[src/scs_pkg.sv]
// Shared constants, states and carriers for the clock-stop serial port
package scs_pkg;

  // Default widths
  localparam int SCS_DIVIDE_WIDTH = 8;
  localparam int SCS_WORD_WIDTH = 8;

  // Clock-stop mode encodings; bit 1 enables clock-stop operation
  localparam logic [1:0] SCS_MODE_CHANGE_RISE = 2'h2;
  localparam logic [1:0] SCS_MODE_CHANGE_FALL = 2'h3;
  localparam int SCS_MODE_ENABLE_BIT = 1;
  localparam int SCS_MODE_FALL_BIT = 0;

  // Generator source select: 1 takes the CPU clock, 0 the reference pin
  localparam logic SCS_SRC_CPU = 1'h1;
  // Input period S is two CPU periods, so one half-S is one clk_sys cycle
  localparam int SCS_CPU_PERIODS_PER_S = 2;
  localparam int SCS_CPU_HALF_S_CYCLES = SCS_CPU_PERIODS_PER_S / 2;

  // Half-S step added to the divide value for the high phase length
  localparam int SCS_HIGH_ADD_EVEN = 2;
  localparam int SCS_HIGH_ADD_ODD = 1;

  // First-bit extra delay, in CPU periods; clk_sys is the CPU clock
  localparam int SCS_EXTRA_DELAY_MIN_P = 2;
  localparam int SCS_EXTRA_DELAY_MAX_P = 4;
  localparam int SCS_EXTRA_DELAY_CYCLES = (SCS_EXTRA_DELAY_MIN_P + SCS_EXTRA_DELAY_MAX_P) / 2;
  localparam int SCS_DELAY_CNT_WIDTH = 3;

  // Transfer states, Gray coded along idle, lead, shift, tail
  typedef enum logic [1:0] {
    SCS_IDLE = 2'h0,
    SCS_LEAD = 2'h1,
    SCS_SHIFT = 2'h3,
    SCS_TAIL = 2'h2
  } scs_state_e;

  // Port configuration as software sets it
  typedef struct packed {
    logic srgSourceSelect;
    logic [SCS_DIVIDE_WIDTH-1:0] srgDivideValue;
    logic txExtraDelayEnable;
    logic [1:0] clockStopMode;
    logic txClockPolarity;
    logic rxSyncPolarity;
    logic txSyncPolarity;
    logic txClockDirection;
    logic rxClockDirection;
    logic txSyncDirection;
    logic rxSyncDirection;
  } scs_config_s;

  // One driven pin: level and output enable
  typedef struct packed {
    logic value;
    logic enable;
  } scs_pin_out_s;

endpackage : scs_pkg

[src/scs_spi_port.sv]
// Clock-stop (SPI-compatible) serial port: bit clock generator, master and slave transfer
//
// Notes on behaviour
// - Generator input period is two CPU clocks, or one reference clock period.
// - Bit clock period equals divide value plus one input periods.
// - Even nonzero divide: high phase lasts divide/2 plus one periods.
// - Even nonzero divide: low phase lasts divide/2 periods.
// - Odd or zero divide: high and low each last (divide+1)/2 periods.
// - Extra delay, when enabled, applies only to the first transmitted bit.
// - Extra delay is zero when disabled, two to four CPU clocks when enabled.
// - Master with both sync polarities set drives an active-low select.
// - Slave inverts the active-low select on both frame-sync pins.
// - Master drives select low before the enabling rising clock edge.
// - Mode 10b: change on rise, sample on fall, select margins as given.
// - Mode 11b: change on fall, sample on rise, select margins as given.
// - Master releases data: mode 10b one low phase late, 11b at fall.
// - Slave releases data shortly after its select returns high.
`timescale 1ns/10ps
module scs_spi_port #(
  parameter int WORD_WIDTH = scs_pkg::SCS_WORD_WIDTH
) (
  input wire logic clk_sys,
  input wire logic rst,
  input wire scs_pkg::scs_config_s portConfig,
  input wire logic srgRefClockIn,
  input wire logic [WORD_WIDTH-1:0] txData,
  input wire logic txValid,
  output logic txReady,
  output logic [WORD_WIDTH-1:0] rxData,
  output logic rxValid,
  output logic busy,
  input wire logic transmitBitClockIn,
  output scs_pkg::scs_pin_out_s transmitBitClockOut,
  input wire logic transmitFrameSyncIn,
  output scs_pkg::scs_pin_out_s transmitFrameSyncOut,
  input wire logic receiveFrameSyncIn,
  output scs_pkg::scs_pin_out_s serialDataOut,
  input wire logic serialDataIn
);
  import scs_pkg::*;

  localparam int DW = SCS_DIVIDE_WIDTH;
  localparam int CW = $clog2(WORD_WIDTH + 1);
  localparam logic [CW-1:0] LAST_BIT = CW'(WORD_WIDTH - 1);
  localparam logic [CW-1:0] ALL_BITS = CW'(WORD_WIDTH);

  // Refuse word widths the shifters cannot serve
  if (WORD_WIDTH < 2) begin : g_width_check
    $error("scs_spi_port: WORD_WIDTH must be at least 2");
  end

  // Gated view of the configuration
  logic portOn;
  logic modeFall;
  logic isMaster;
  logic isSlave;
  logic bothSyncPol;
  assign portOn = portConfig.clockStopMode[SCS_MODE_ENABLE_BIT] & ~portConfig.txClockPolarity;
  assign modeFall = portConfig.clockStopMode[SCS_MODE_FALL_BIT];
  assign isMaster = portOn & portConfig.txClockDirection & portConfig.txSyncDirection
                    & ~portConfig.rxClockDirection & ~portConfig.rxSyncDirection;
  assign isSlave = portOn & ~portConfig.txClockDirection & ~portConfig.txSyncDirection
                   & ~portConfig.rxClockDirection & ~portConfig.rxSyncDirection;
  assign bothSyncPol = portConfig.txSyncPolarity & portConfig.rxSyncPolarity;

  // ---------------- Sample-rate generator ----------------
  logic refPrev;
  logic halfTick;
  logic [DW:0] halfCnt;
  logic [DW:0] lastHalf;
  logic [DW:0] highHalves;
  logic [DW:0] nextHalf;
  logic divEvenNz;
  logic genClk;
  logic genRise;
  logic genFall;

  // Reference pin sampled for edge detection; inputs are synchronous
  always_ff @(posedge clk_sys or posedge rst) begin
    if (rst) begin
      refPrev <= 1'h0;
    end else begin
      refPrev <= srgRefClockIn;
    end
  end

  // Counting in half-S steps keeps odd and zero divides exact
  assign halfTick = (portConfig.srgSourceSelect == SCS_SRC_CPU) ? 1'h1
                    : (srgRefClockIn ^ refPrev);
  assign divEvenNz = ~portConfig.srgDivideValue[0] & (|portConfig.srgDivideValue);
  assign lastHalf = {portConfig.srgDivideValue, 1'h1};
  assign highHalves = {1'h0, portConfig.srgDivideValue}
                      + (divEvenNz ? (DW+1)'(SCS_HIGH_ADD_EVEN)
                                   : (DW+1)'(SCS_HIGH_ADD_ODD));
  assign nextHalf = (halfCnt >= lastHalf) ? '0 : halfCnt + (DW+1)'(1);
  assign genRise = halfTick & (nextHalf == '0);
  assign genFall = halfTick & (nextHalf == highHalves);

  // Free-running divider; the pin only sees it during a transfer
  always_ff @(posedge clk_sys or posedge rst) begin
    if (rst) begin
      halfCnt <= '0;
      genClk <= 1'h0;
    end else if (halfTick) begin
      halfCnt <= nextHalf;
      genClk <= (nextHalf < highHalves);
    end
  end

  // ---------------- Slave pin sampling ----------------
  logic slvClkPrev;
  logic selSlave;
  logic selRxSlave;
  assign selSlave = ~transmitFrameSyncIn;
  assign selRxSlave = ~receiveFrameSyncIn;

  always_ff @(posedge clk_sys or posedge rst) begin
    if (rst) begin
      slvClkPrev <= 1'h0;
    end else begin
      slvClkPrev <= transmitBitClockIn;
    end
  end

  // Edge sources: own generator as master, pin as slave
  logic riseE;
  logic fallE;
  logic changeE;
  logic sampleE;
  assign riseE = isMaster ? genRise : (transmitBitClockIn & ~slvClkPrev);
  assign fallE = isMaster ? genFall : (~transmitBitClockIn & slvClkPrev);
  assign changeE = modeFall ? fallE : riseE;
  assign sampleE = modeFall ? riseE : fallE;

  // ---------------- Transfer sequencing ----------------
  scs_state_e state;
  logic [CW-1:0] bitCnt;
  logic masterStart;
  logic slaveStart;
  logic loadNow;
  logic leadDone;
  logic shiftDone;
  logic tailDone;
  logic inShift;
  logic shiftWin;

  // Master waits for a fall (10b) or a rise (11b) to open select
  assign masterStart = isMaster & (state == SCS_IDLE) & txValid
                       & (modeFall ? genRise : genFall);
  assign slaveStart = isSlave & (state == SCS_IDLE) & selSlave;
  assign loadNow = masterStart | slaveStart;
  assign txReady = masterStart | (slaveStart & txValid);
  assign inShift = (state == SCS_SHIFT);
  // In 11b the rise that ends the lead already samples the first bit
  assign shiftWin = inShift | leadDone;
  assign leadDone = (state == SCS_LEAD) & genRise;
  assign shiftDone = isMaster & inShift & (modeFall ? (genFall & (bitCnt == ALL_BITS))
                                                    : (genFall & (bitCnt == LAST_BIT)));
  assign tailDone = (state == SCS_TAIL) & (modeFall ? genRise : genFall);
  assign busy = (state != SCS_IDLE);

  always_ff @(posedge clk_sys or posedge rst) begin
    if (rst) begin
      state <= SCS_IDLE;
    end else if (!isMaster && !(isSlave && selSlave)) begin
      state <= SCS_IDLE;
    end else begin
      case (state)
        SCS_IDLE: begin
          if (masterStart) begin
            state <= SCS_LEAD;
          end else if (slaveStart) begin
            state <= SCS_SHIFT;
          end
        end
        SCS_LEAD: begin
          if (leadDone) begin
            state <= SCS_SHIFT;
          end
        end
        SCS_SHIFT: begin
          if (shiftDone) begin
            state <= SCS_TAIL;
          end
        end
        SCS_TAIL: begin
          if (tailDone) begin
            state <= SCS_IDLE;
          end
        end
        default: begin
          state <= SCS_IDLE;
        end
      endcase
    end
  end

  // Samples taken in this word; saturates so stray slave clocks are ignored
  always_ff @(posedge clk_sys or posedge rst) begin
    if (rst) begin
      bitCnt <= '0;
    end else if (loadNow) begin
      bitCnt <= '0;
    end else if (shiftWin && sampleE && bitCnt < ALL_BITS) begin
      bitCnt <= bitCnt + CW'(1);
    end
  end

  // Master select and clock gate; clock only toggles in the shift state
  logic masterSel;
  logic clkGate;
  always_ff @(posedge clk_sys or posedge rst) begin
    if (rst) begin
      masterSel <= 1'h0;
      clkGate <= 1'h0;
    end else begin
      if (masterStart) begin
        masterSel <= 1'h1;
      end else if (tailDone || !isMaster) begin
        masterSel <= 1'h0;
      end
      if (leadDone && isMaster) begin
        clkGate <= 1'h1;
      end else if (shiftDone || !isMaster) begin
        clkGate <= 1'h0;
      end
    end
  end

  assign transmitBitClockOut.value = genClk & clkGate;
  assign transmitBitClockOut.enable = portConfig.txClockDirection;
  assign transmitFrameSyncOut.value = bothSyncPol ? ~masterSel : masterSel;
  assign transmitFrameSyncOut.enable = portConfig.txSyncDirection;

  // ---------------- Transmit data path ----------------
  logic [WORD_WIDTH-1:0] txShift;
  logic needShift;
  logic dataOn;
  logic dataOff;
  logic dataOe;
  logic [SCS_DELAY_CNT_WIDTH-1:0] delayCnt;

  // First bit appears at the first rise (10b), the lead fall (11b), or on select
  assign dataOn = (isMaster & (state == SCS_LEAD) & (modeFall ? genFall : genRise))
                  | slaveStart;
  assign dataOff = (isMaster & (modeFall ? shiftDone : ((state == SCS_TAIL) & genRise)))
                   | (isSlave & ~selSlave) | ~portOn;

  // Shift only after a sample, so the first change edge keeps bit one
  always_ff @(posedge clk_sys or posedge rst) begin
    if (rst) begin
      txShift <= '0;
      needShift <= 1'h0;
    end else if (loadNow) begin
      txShift <= txValid ? txData : '0;
      needShift <= 1'h0;
    end else if (shiftWin) begin
      if (changeE && needShift) begin
        txShift <= {txShift[WORD_WIDTH-2:0], 1'h0};
        needShift <= 1'h0;
      end else if (sampleE) begin
        needShift <= 1'h1;
      end
    end
  end

  // Enable lags by the extra delay for the first bit only
  always_ff @(posedge clk_sys or posedge rst) begin
    if (rst) begin
      dataOe <= 1'h0;
      delayCnt <= '0;
    end else if (dataOff) begin
      dataOe <= 1'h0;
      delayCnt <= '0;
    end else if (dataOn) begin
      if (portConfig.txExtraDelayEnable) begin
        delayCnt <= SCS_DELAY_CNT_WIDTH'(SCS_EXTRA_DELAY_CYCLES);
      end else begin
        dataOe <= 1'h1;
      end
    end else if (delayCnt != '0) begin
      delayCnt <= delayCnt - SCS_DELAY_CNT_WIDTH'(1);
      if (delayCnt == SCS_DELAY_CNT_WIDTH'(1)) begin
        dataOe <= 1'h1;
      end
    end
  end

  assign serialDataOut.value = txShift[WORD_WIDTH-1];
  assign serialDataOut.enable = dataOe;

  // ---------------- Receive data path ----------------
  logic [WORD_WIDTH-1:0] rxShift;
  logic rxTake;
  // A slave listens only while its receive select is also active
  assign rxTake = shiftWin & sampleE & (bitCnt < ALL_BITS) & (isMaster | selRxSlave);

  always_ff @(posedge clk_sys or posedge rst) begin
    if (rst) begin
      rxShift <= '0;
      rxData <= '0;
      rxValid <= 1'h0;
    end else begin
      rxValid <= 1'h0;
      if (rxTake) begin
        rxShift <= {rxShift[WORD_WIDTH-2:0], serialDataIn};
        if (bitCnt == LAST_BIT) begin
          rxData <= {rxShift[WORD_WIDTH-2:0], serialDataIn};
          rxValid <= 1'h1;
        end
      end
    end
  end

endmodule : scs_spi_port

[config.mk]
export PLATFORM = sky130hd
export DESIGN_NAME = scs_spi_port
export DESIGN_NICKNAME = d
export VERILOG_FILES = /design/src/scs_pkg.sv /design/src/scs_spi_port.sv
export SDC_FILE = /design/constraint.sdc
export NUM_CORES = 1
export LEC_CHECK = 0
export BUFFER_PORTS_ARGS = -buffer_cell sky130_fd_sc_hd__buf_4
export CORE_UTILIZATION = 23
export CTS_CLUSTER_DIAMETER = 40
export DETAILED_ROUTE_END_ITERATION = 8
export PLACE_DENSITY = 0.38
export SETUP_SLACK_MARGIN = 0.1
export SYNTH_ARGS = -nofsm -noshare
export SYNTH_HDL_FRONTEND = slang
export SYNTH_SLANG_ARGS = --single-unit
[constraint.sdc]
create_clock -name clk_sys -period 6.7 [get_ports clk_sys]
set_input_delay 0.335 -clock clk_sys [delete_from_list [all_inputs] [get_ports clk_sys]]
set_output_delay 0.335 -clock clk_sys [all_outputs]
set_load 0.1 [all_outputs]
After elaboration in Yosys (flattened, before gate mapping)
Index checks and enable logic that the tools add are counted.

operators by class
  add/subtract/negate cells = 4
  multiply operators = 0
  divide/modulo/power cells = 0
  order comparisons = 3
  equal/unequal tests = 13
  shift operators = 0
  mux-type cells = 44
  bitwise logic cells = 56
  reduce and logical (&&, ||, !) cells = 29

operators by type and width
  operator               count
  $and A1 B1 Y1          36
  $mux W8                4
  $mux W1                25
  $mux W2                7
  $mux W3                4
  $not A1 Y1             12
  $reduce_bool A2 Y1     6
  $reduce_bool A3 Y1     4
  $add A8 B2 Y9          1
  $add A9 B1 Y9 const B  1
  $eq A9 B9 Y1           1
  $ge A9 B9 Y1           1
  $logic_not A9 Y1       1
  $lt A9 B9 Y1           1
  $mux W9                1
  $ne A3 B2 Y1 const B   3
  $mux W4                2
  $pmux W2 S4            1
  $reduce_and A2 Y1      4
  $reduce_or A8 Y1       1
  $or A1 B1 Y1           7
  $logic_and A1 B1 Y1    6
  $ne A3 B3 Y1 const B   2
  $add A4 B1 Y4 const B  1
  14 further kinds       17

word-level totals
  flip-flop bits (word level) = 49
  latch bits = 0
  bits in writable memories = 0
  bits in read-only memories = 0
  input port bits = 35
  output and inout bits = 17
  memories kept = 0

Depth between registers and ports, before layout
  word-level depth = 15
  depth in mapped cells = 17
  depth with buffers taken out = 15

Worst setup path before layout
OpenSTA, ideal clock, no wires.

  path kind = reg-to-reg
  from = register halfCnt[7]
  to = register txShift[3]
  library setup time = 74 ps
  arrival = 4654 ps
  data required time = 6626 ps
  path slack = 1972 ps
  stages on the path, launching flop included = 14
  clock period less this slack = 4728 ps
  cell sequence = dfrtp_1 -> ha_1 -> a21oi_1 -> nand2_1 -> a21oi_1 -> nand2_1 -> or2_2 -> ha_1 -> nand4_1 -> nor3_1 -> or2_2 -> a31oi_1 -> nor2b_1 -> a221o_1

between the ends
  cells in the longest elaborated chain, start to end = 9

ends and longest elaborated chain
  what                                                 RTL line                                                       text
  start, declared                                      scs_spi_port.sv:69                                             logic [DW:0] halfCnt;
  start signal, assigned                               scs_spi_port.sv:105                                            halfCnt <= nextHalf;
  $add A9 B1 Y9 or $ge A9 B9 Y1 (tied branches)        scs_spi_port.sv:95                                             assign nextHalf = (halfCnt >= lastHalf) ? '0 : halfCnt + (DW+1)'(1);
  $mux W9 *                                            scs_spi_port.sv:95
  $eq A9 B9 Y1 or $logic_not A9 Y1 (tied branches)     scs_spi_port.sv:97, scs_spi_port.sv:96
  $and A1 B1 Y1, on equally long branches              scs_spi_port.sv:97, scs_spi_port.sv:96
  $mux W1, on equally long branches                    scs_spi_port.sv:149, scs_spi_port.sv:130, scs_spi_port.sv:131
  $and A1 B1 Y1 or $mux W1 (tied branches)             scs_spi_port.sv:149, scs_spi_port.sv:132
  $or A1 B1 Y1 or $logic_and A1 B1 Y1 (tied branches)  scs_spi_port.sv:151, scs_spi_port.sv:258
  $reduce_bool A2 Y1 (no source line)                  n/a
  $reduce_and A2 Y1 (no source line)                   n/a
  end signal, assigned                                 scs_spi_port.sv:255                                            txShift <= txValid ? txData : '0;
  end signal, assigned                                 scs_spi_port.sv:259                                            txShift <= {txShift[WORD_WIDTH-2:0], 1'h0};
  end, declared                                        scs_spi_port.sv:236                                            logic [WORD_WIDTH-1:0] txShift;

Mark *: on every way between the ends. The rest lies on a longest branch, timed or not.
A chain may end at the register's enable or synchronous reset.

Worst setup path after layout
  from = register halfCnt[3]
  to = register rxData[0]

between the ends
  cells in the longest elaborated chain, start to end = 10

ends and longest elaborated chain
  what                                              RTL line                                  text
  $add A9 B1 Y9 or $ge A9 B9 Y1 (tied branches)     scs_spi_port.sv:95
  $mux W9 *                                         scs_spi_port.sv:95
  $eq A9 B9 Y1 or $logic_not A9 Y1 (tied branches)  scs_spi_port.sv:97, scs_spi_port.sv:96
  $and A1 B1 Y1, on equally long branches           scs_spi_port.sv:97, scs_spi_port.sv:96
  $mux W1, or another cell as far along             scs_spi_port.sv:131                       assign fallE = isMaster ? genFall : (~transmitBitClockIn & slvClkPrev);
  $mux W1 or $or A1 B1 Y1 (tied branches)           scs_spi_port.sv:133, scs_spi_port.sv:155
  $and A1 B1 Y1 * (3 in a row)                      scs_spi_port.sv:296                       assign rxTake = shiftWin & sampleE & (bitCnt < ALL_BITS) & (isMaster | selRxSlave);
  $reduce_and A2 Y1 (no source line) *              n/a
  end signal, assigned                              scs_spi_port.sv:308                       rxData <= {rxShift[WORD_WIDTH-2:0], serialDataIn};
  end, declared                                     scs_spi_port.sv:29                        output logic [WORD_WIDTH-1:0] rxData,

Marked as above.

==> flow_metrics.py <==
metrics = {
    "global_routing": {
        "grt_pass1_wl_mm": 14.7,
        "track_usage": 0.125,
        "grt_pass1_vias": 2869,
        "grt.overflow.total": 0,
        "grt_max_degree": 50,
        "antenna_found_initial": 0,
    },
    "sta": {
        "fin_crit_sh": 0.733,
        "hold_ws_ns": 0.164,
        "timing.setup.tns_ns": 0,
        "max_freq_mhz": 204,
        "skew_ns": 0.00699,
        "fin_ws_ns": 1.79,
        "slew_violations": 0,
        "rsz0062_at_grt": "no",
        "slew_headroom": 0.546,
        "period_needed_ns": 4.91,
        "finalHoldViolCount": 0,
        "worst_pin_slew_ns": 0.674,
        "finalSetupViolations": 0,
    },
    "floorplanning": {
        "die_width_um": 123,
        "start_util": 0.239,
        "core_um2": 14100,
        "die_y_um": 123,
        "rows": 43,
        "ios": 52,
        "die_area_um2": 15100,
    },
    "routing": {
        "drt_pass1_iterations": 4,
        "viasPerCell": 4.82,
        "drc_errors": 0,
        "first_iter_violations": 128,
        "ant_nets": 0,
        "wire_per_inst_um": 15.1,
        "vias": 2809,
        "wirelength_mm": 8.78,
    },
    "synthesis": {
        "ys_warn_count": 0,
        "yosysSeqAreaShare": 0.364,
        "synth_area_leaders": "dfrtp_1 (36%), ha_1 (8.9%), mux2_2 (5.0%), nand2_1 (3.7%), nor2_1 (3.1%)",
        "synth-main-ff-cell": "dfrtp_1",
        "synth_edf_count": 0,
        "synth_top_area_cell": "dfrtp_1",
        "yosysTopAreaCellShare": 0.364,
        "synth_seq_cells": 49,
        "syn-cell-area_um2": 3370,
        "ys_async_sr_fraction": 1.00,
        "avgSynthCellArea_um2": 9.40,
        "synth_cell_type_count": 58,
        "synthCells": 358,
        "syn_nets": 417,
    },
    "worst_setup_path": {
        "r2r-start": "halfCnt[3]$_DFFE_PP0P_",
        "worstPathRequired_ns": 6.88,
        "ff2ff_setup_slack_ns": 1.79,
        "r2r-end": "rxData[0]$_DFFE_PP0P_",
        "start_kind": "flop",
        "critPathMaxFanout": 18,
        "cp-end-kind": "flop",
        "arrival_ns": 5.09,
        "reg2reg_depth": 14,
        "crit_type": "reg2reg",
    },
    "clock_network": {
        "root_buffer": "clkbuf_16",
        "clk_pin_slew_ns": 0.07,
        "cts_tree": "built",
        "cts_htree_levels": 2,
        "numCtsBuffers": 5,
        "clock_latency_ns": 0.30,
        "clk_path_buf_depth": 2,
        "cts_hold_buf": 0,
        "cts_resized": 0,
        "post_cts_buffers": 0,
        "cts_sinks": 49,
    },
    "layout": {
        "layout_commonest_cell": "buf_4",
        "fin_area_um2": 4060,
        "fin_util": 0.288,
        "antenna_cells": 0,
        "mostFrequentLayoutCells": "buf_4 (54), dfrtp_1 (49), nand2_1 (33), nor2_1 (28), ha_1 (24)",
        "finalNonFillerCells": 583,
        "area_growth_pct": 20.7,
        "drive_gt1_frac": 0.231,
        "fill_cells": 1526,
        "nets": 461,
    },
    "placement": {
        "port_buffers": 51,
        "placed_cell_area_um2": 3910,
        "place_inst": 575,
        "dp_slack_ns": 1.80,
        "hpwl_mm": 6.80,
        "gp_congestion": 0.778,
    },
    "hold_path": {
        "hp-start": "srgRefClockIn",
        "hold-path-endpoint": "refPrev$_DFF_PP0_",
        "hold_path.class": "in2reg",
        "hold_depth": 1,
    },
    "power": {
        "cellLeakagePower_nw": 1.90,
        "power_density_nw_per_um2": 255,
        "peakVddDrop_uv": 96.0,
        "totalPowerFinal_mw": 1.04,
    },
    "outcome": {
        "outcome": "completed",
    },
    "job": {
        "drv_cap": 0,
    },
}
worst max path at each step:
stage                             end  slack (ns)              startpoint  depth (start not counted)
2_1_floorplan  txShift[3]$_DFFE_PP0P_        1.97  halfCnt[7]$_DFFE_PP0P_                         13
4_1_cts         rxData[4]$_DFFE_PP0P_        1.78  halfCnt[3]$_DFFE_PP0P_                         14
5_1_grt        txShift[4]$_DFFE_PP0P_        1.42  halfCnt[3]$_DFFE_PP0P_                         14
3_5_place_dp    rxData[6]$_DFFE_PP0P_        1.80          portConfig[12]                         16
3_3_place_gp    rxData[3]$_DFFE_PP0P_        1.92          portConfig[12]                         16
6_report        rxData[0]$_DFFE_PP0P_        1.79  halfCnt[3]$_DFFE_PP0P_                         14
sequential cells by signal, summed over array words and instances, names as in the netlist, 2 cells and up:
| register | count |
|---|---|
| halfCnt | 9 |
| rxData | 8 |
| txShift | 8 |
| rxShift | 7 |
| bitCnt | 4 |
| delayCnt | 3 |
| state | 2 |
power breakdown:
| part | total (mW) | internal, mW | switching [mW] | leakage (nW) |
|---|---|---|---|---|
| logic | 0.380 | 0.157 | 0.224 | 1.17 |
| registers | 0.390 | 0.327 | 0.0633 | 0.661 |
| clock network | 0.265 | 0.141 | 0.124 | 0.0708 |
per-layer routing:
layer	GRT usage	part of all wire	vias to the layer above
li1	-	-	1401
met1	0.160	0.47	1351
met3	0.0212	0.033	14
met5	0	0	-
met2	0.208	0.47	43
met4	0.0520	0.026	0
cell families (layout without fill, tap and decap cells):
group	after synthesis	in the layout	share of synthesized area
AO/OA/AOI/OAI	76	76	0.170
adder cells (fa/ha/maj)	24	24	0.0892
multiplexers	24	24	0.0769
XOR/XNOR	16	16	0.0416
buffers and inverters	39	84	0.0498
AND/OR/NAND/NOR	130	130	0.208
flip-flops	49	49	0.364
worst max-delay path, cell delays in order, from the launching register on:
cell and delay (ns):
dfrtp_1 0.48, ha_1 0.33, a21oi_1 0.15, o22ai_1 0.10
o21ai_1 0.35, nand2_1 0.50, or2_2 0.45, ha_1 0.28
nand4_1 0.09, nor3_1 0.37, a311oi_2 0.20, nor4b_2 0.30
a32oi_2 0.26, a211oi_4 0.54, mux2_2 0.39
cell usage after synthesis (2+ instances only):
library cell,n
inv_1,22
buf_2,5
or2_2,3
a21o_1,3
clkbuf_1,8
nor2b_1,4
a2111oi_0,3
a21oi_1,16
mux2i_1,9
nand3_1,13
o21a_1,3
o31ai_1,10
and3_1,3
nand4b_1,2
nand2_1,33
o311ai_0,3
ha_1,24
or3_1,2
buf_4,4
a31oi_1,3
mux2_2,15
nor2_1,28
dfrtp_1,49
nand2b_1,5
o211ai_1,4
a221o_1,3
nand4_1,14
nor4_1,4
nor3_1,5
a211oi_1,3
o21ai_0,9
xor2_1,7
and2_1,4
xnor2_1,9
a211o_1,3
layout make-up:
cell class                 instances  area [µm²]  share of cell area
clock buffer                       5         125              0.0308
clock inverter                     3        25.0             0.00616
inverter                          22        82.6              0.0203
multi-input combinational        270        1970               0.486
sequential                        49        1230               0.302
tap                              180         225              0.0554
timing repair buffer              54         405              0.0998
Note: power is estimated with default switching activity, not from simulation.
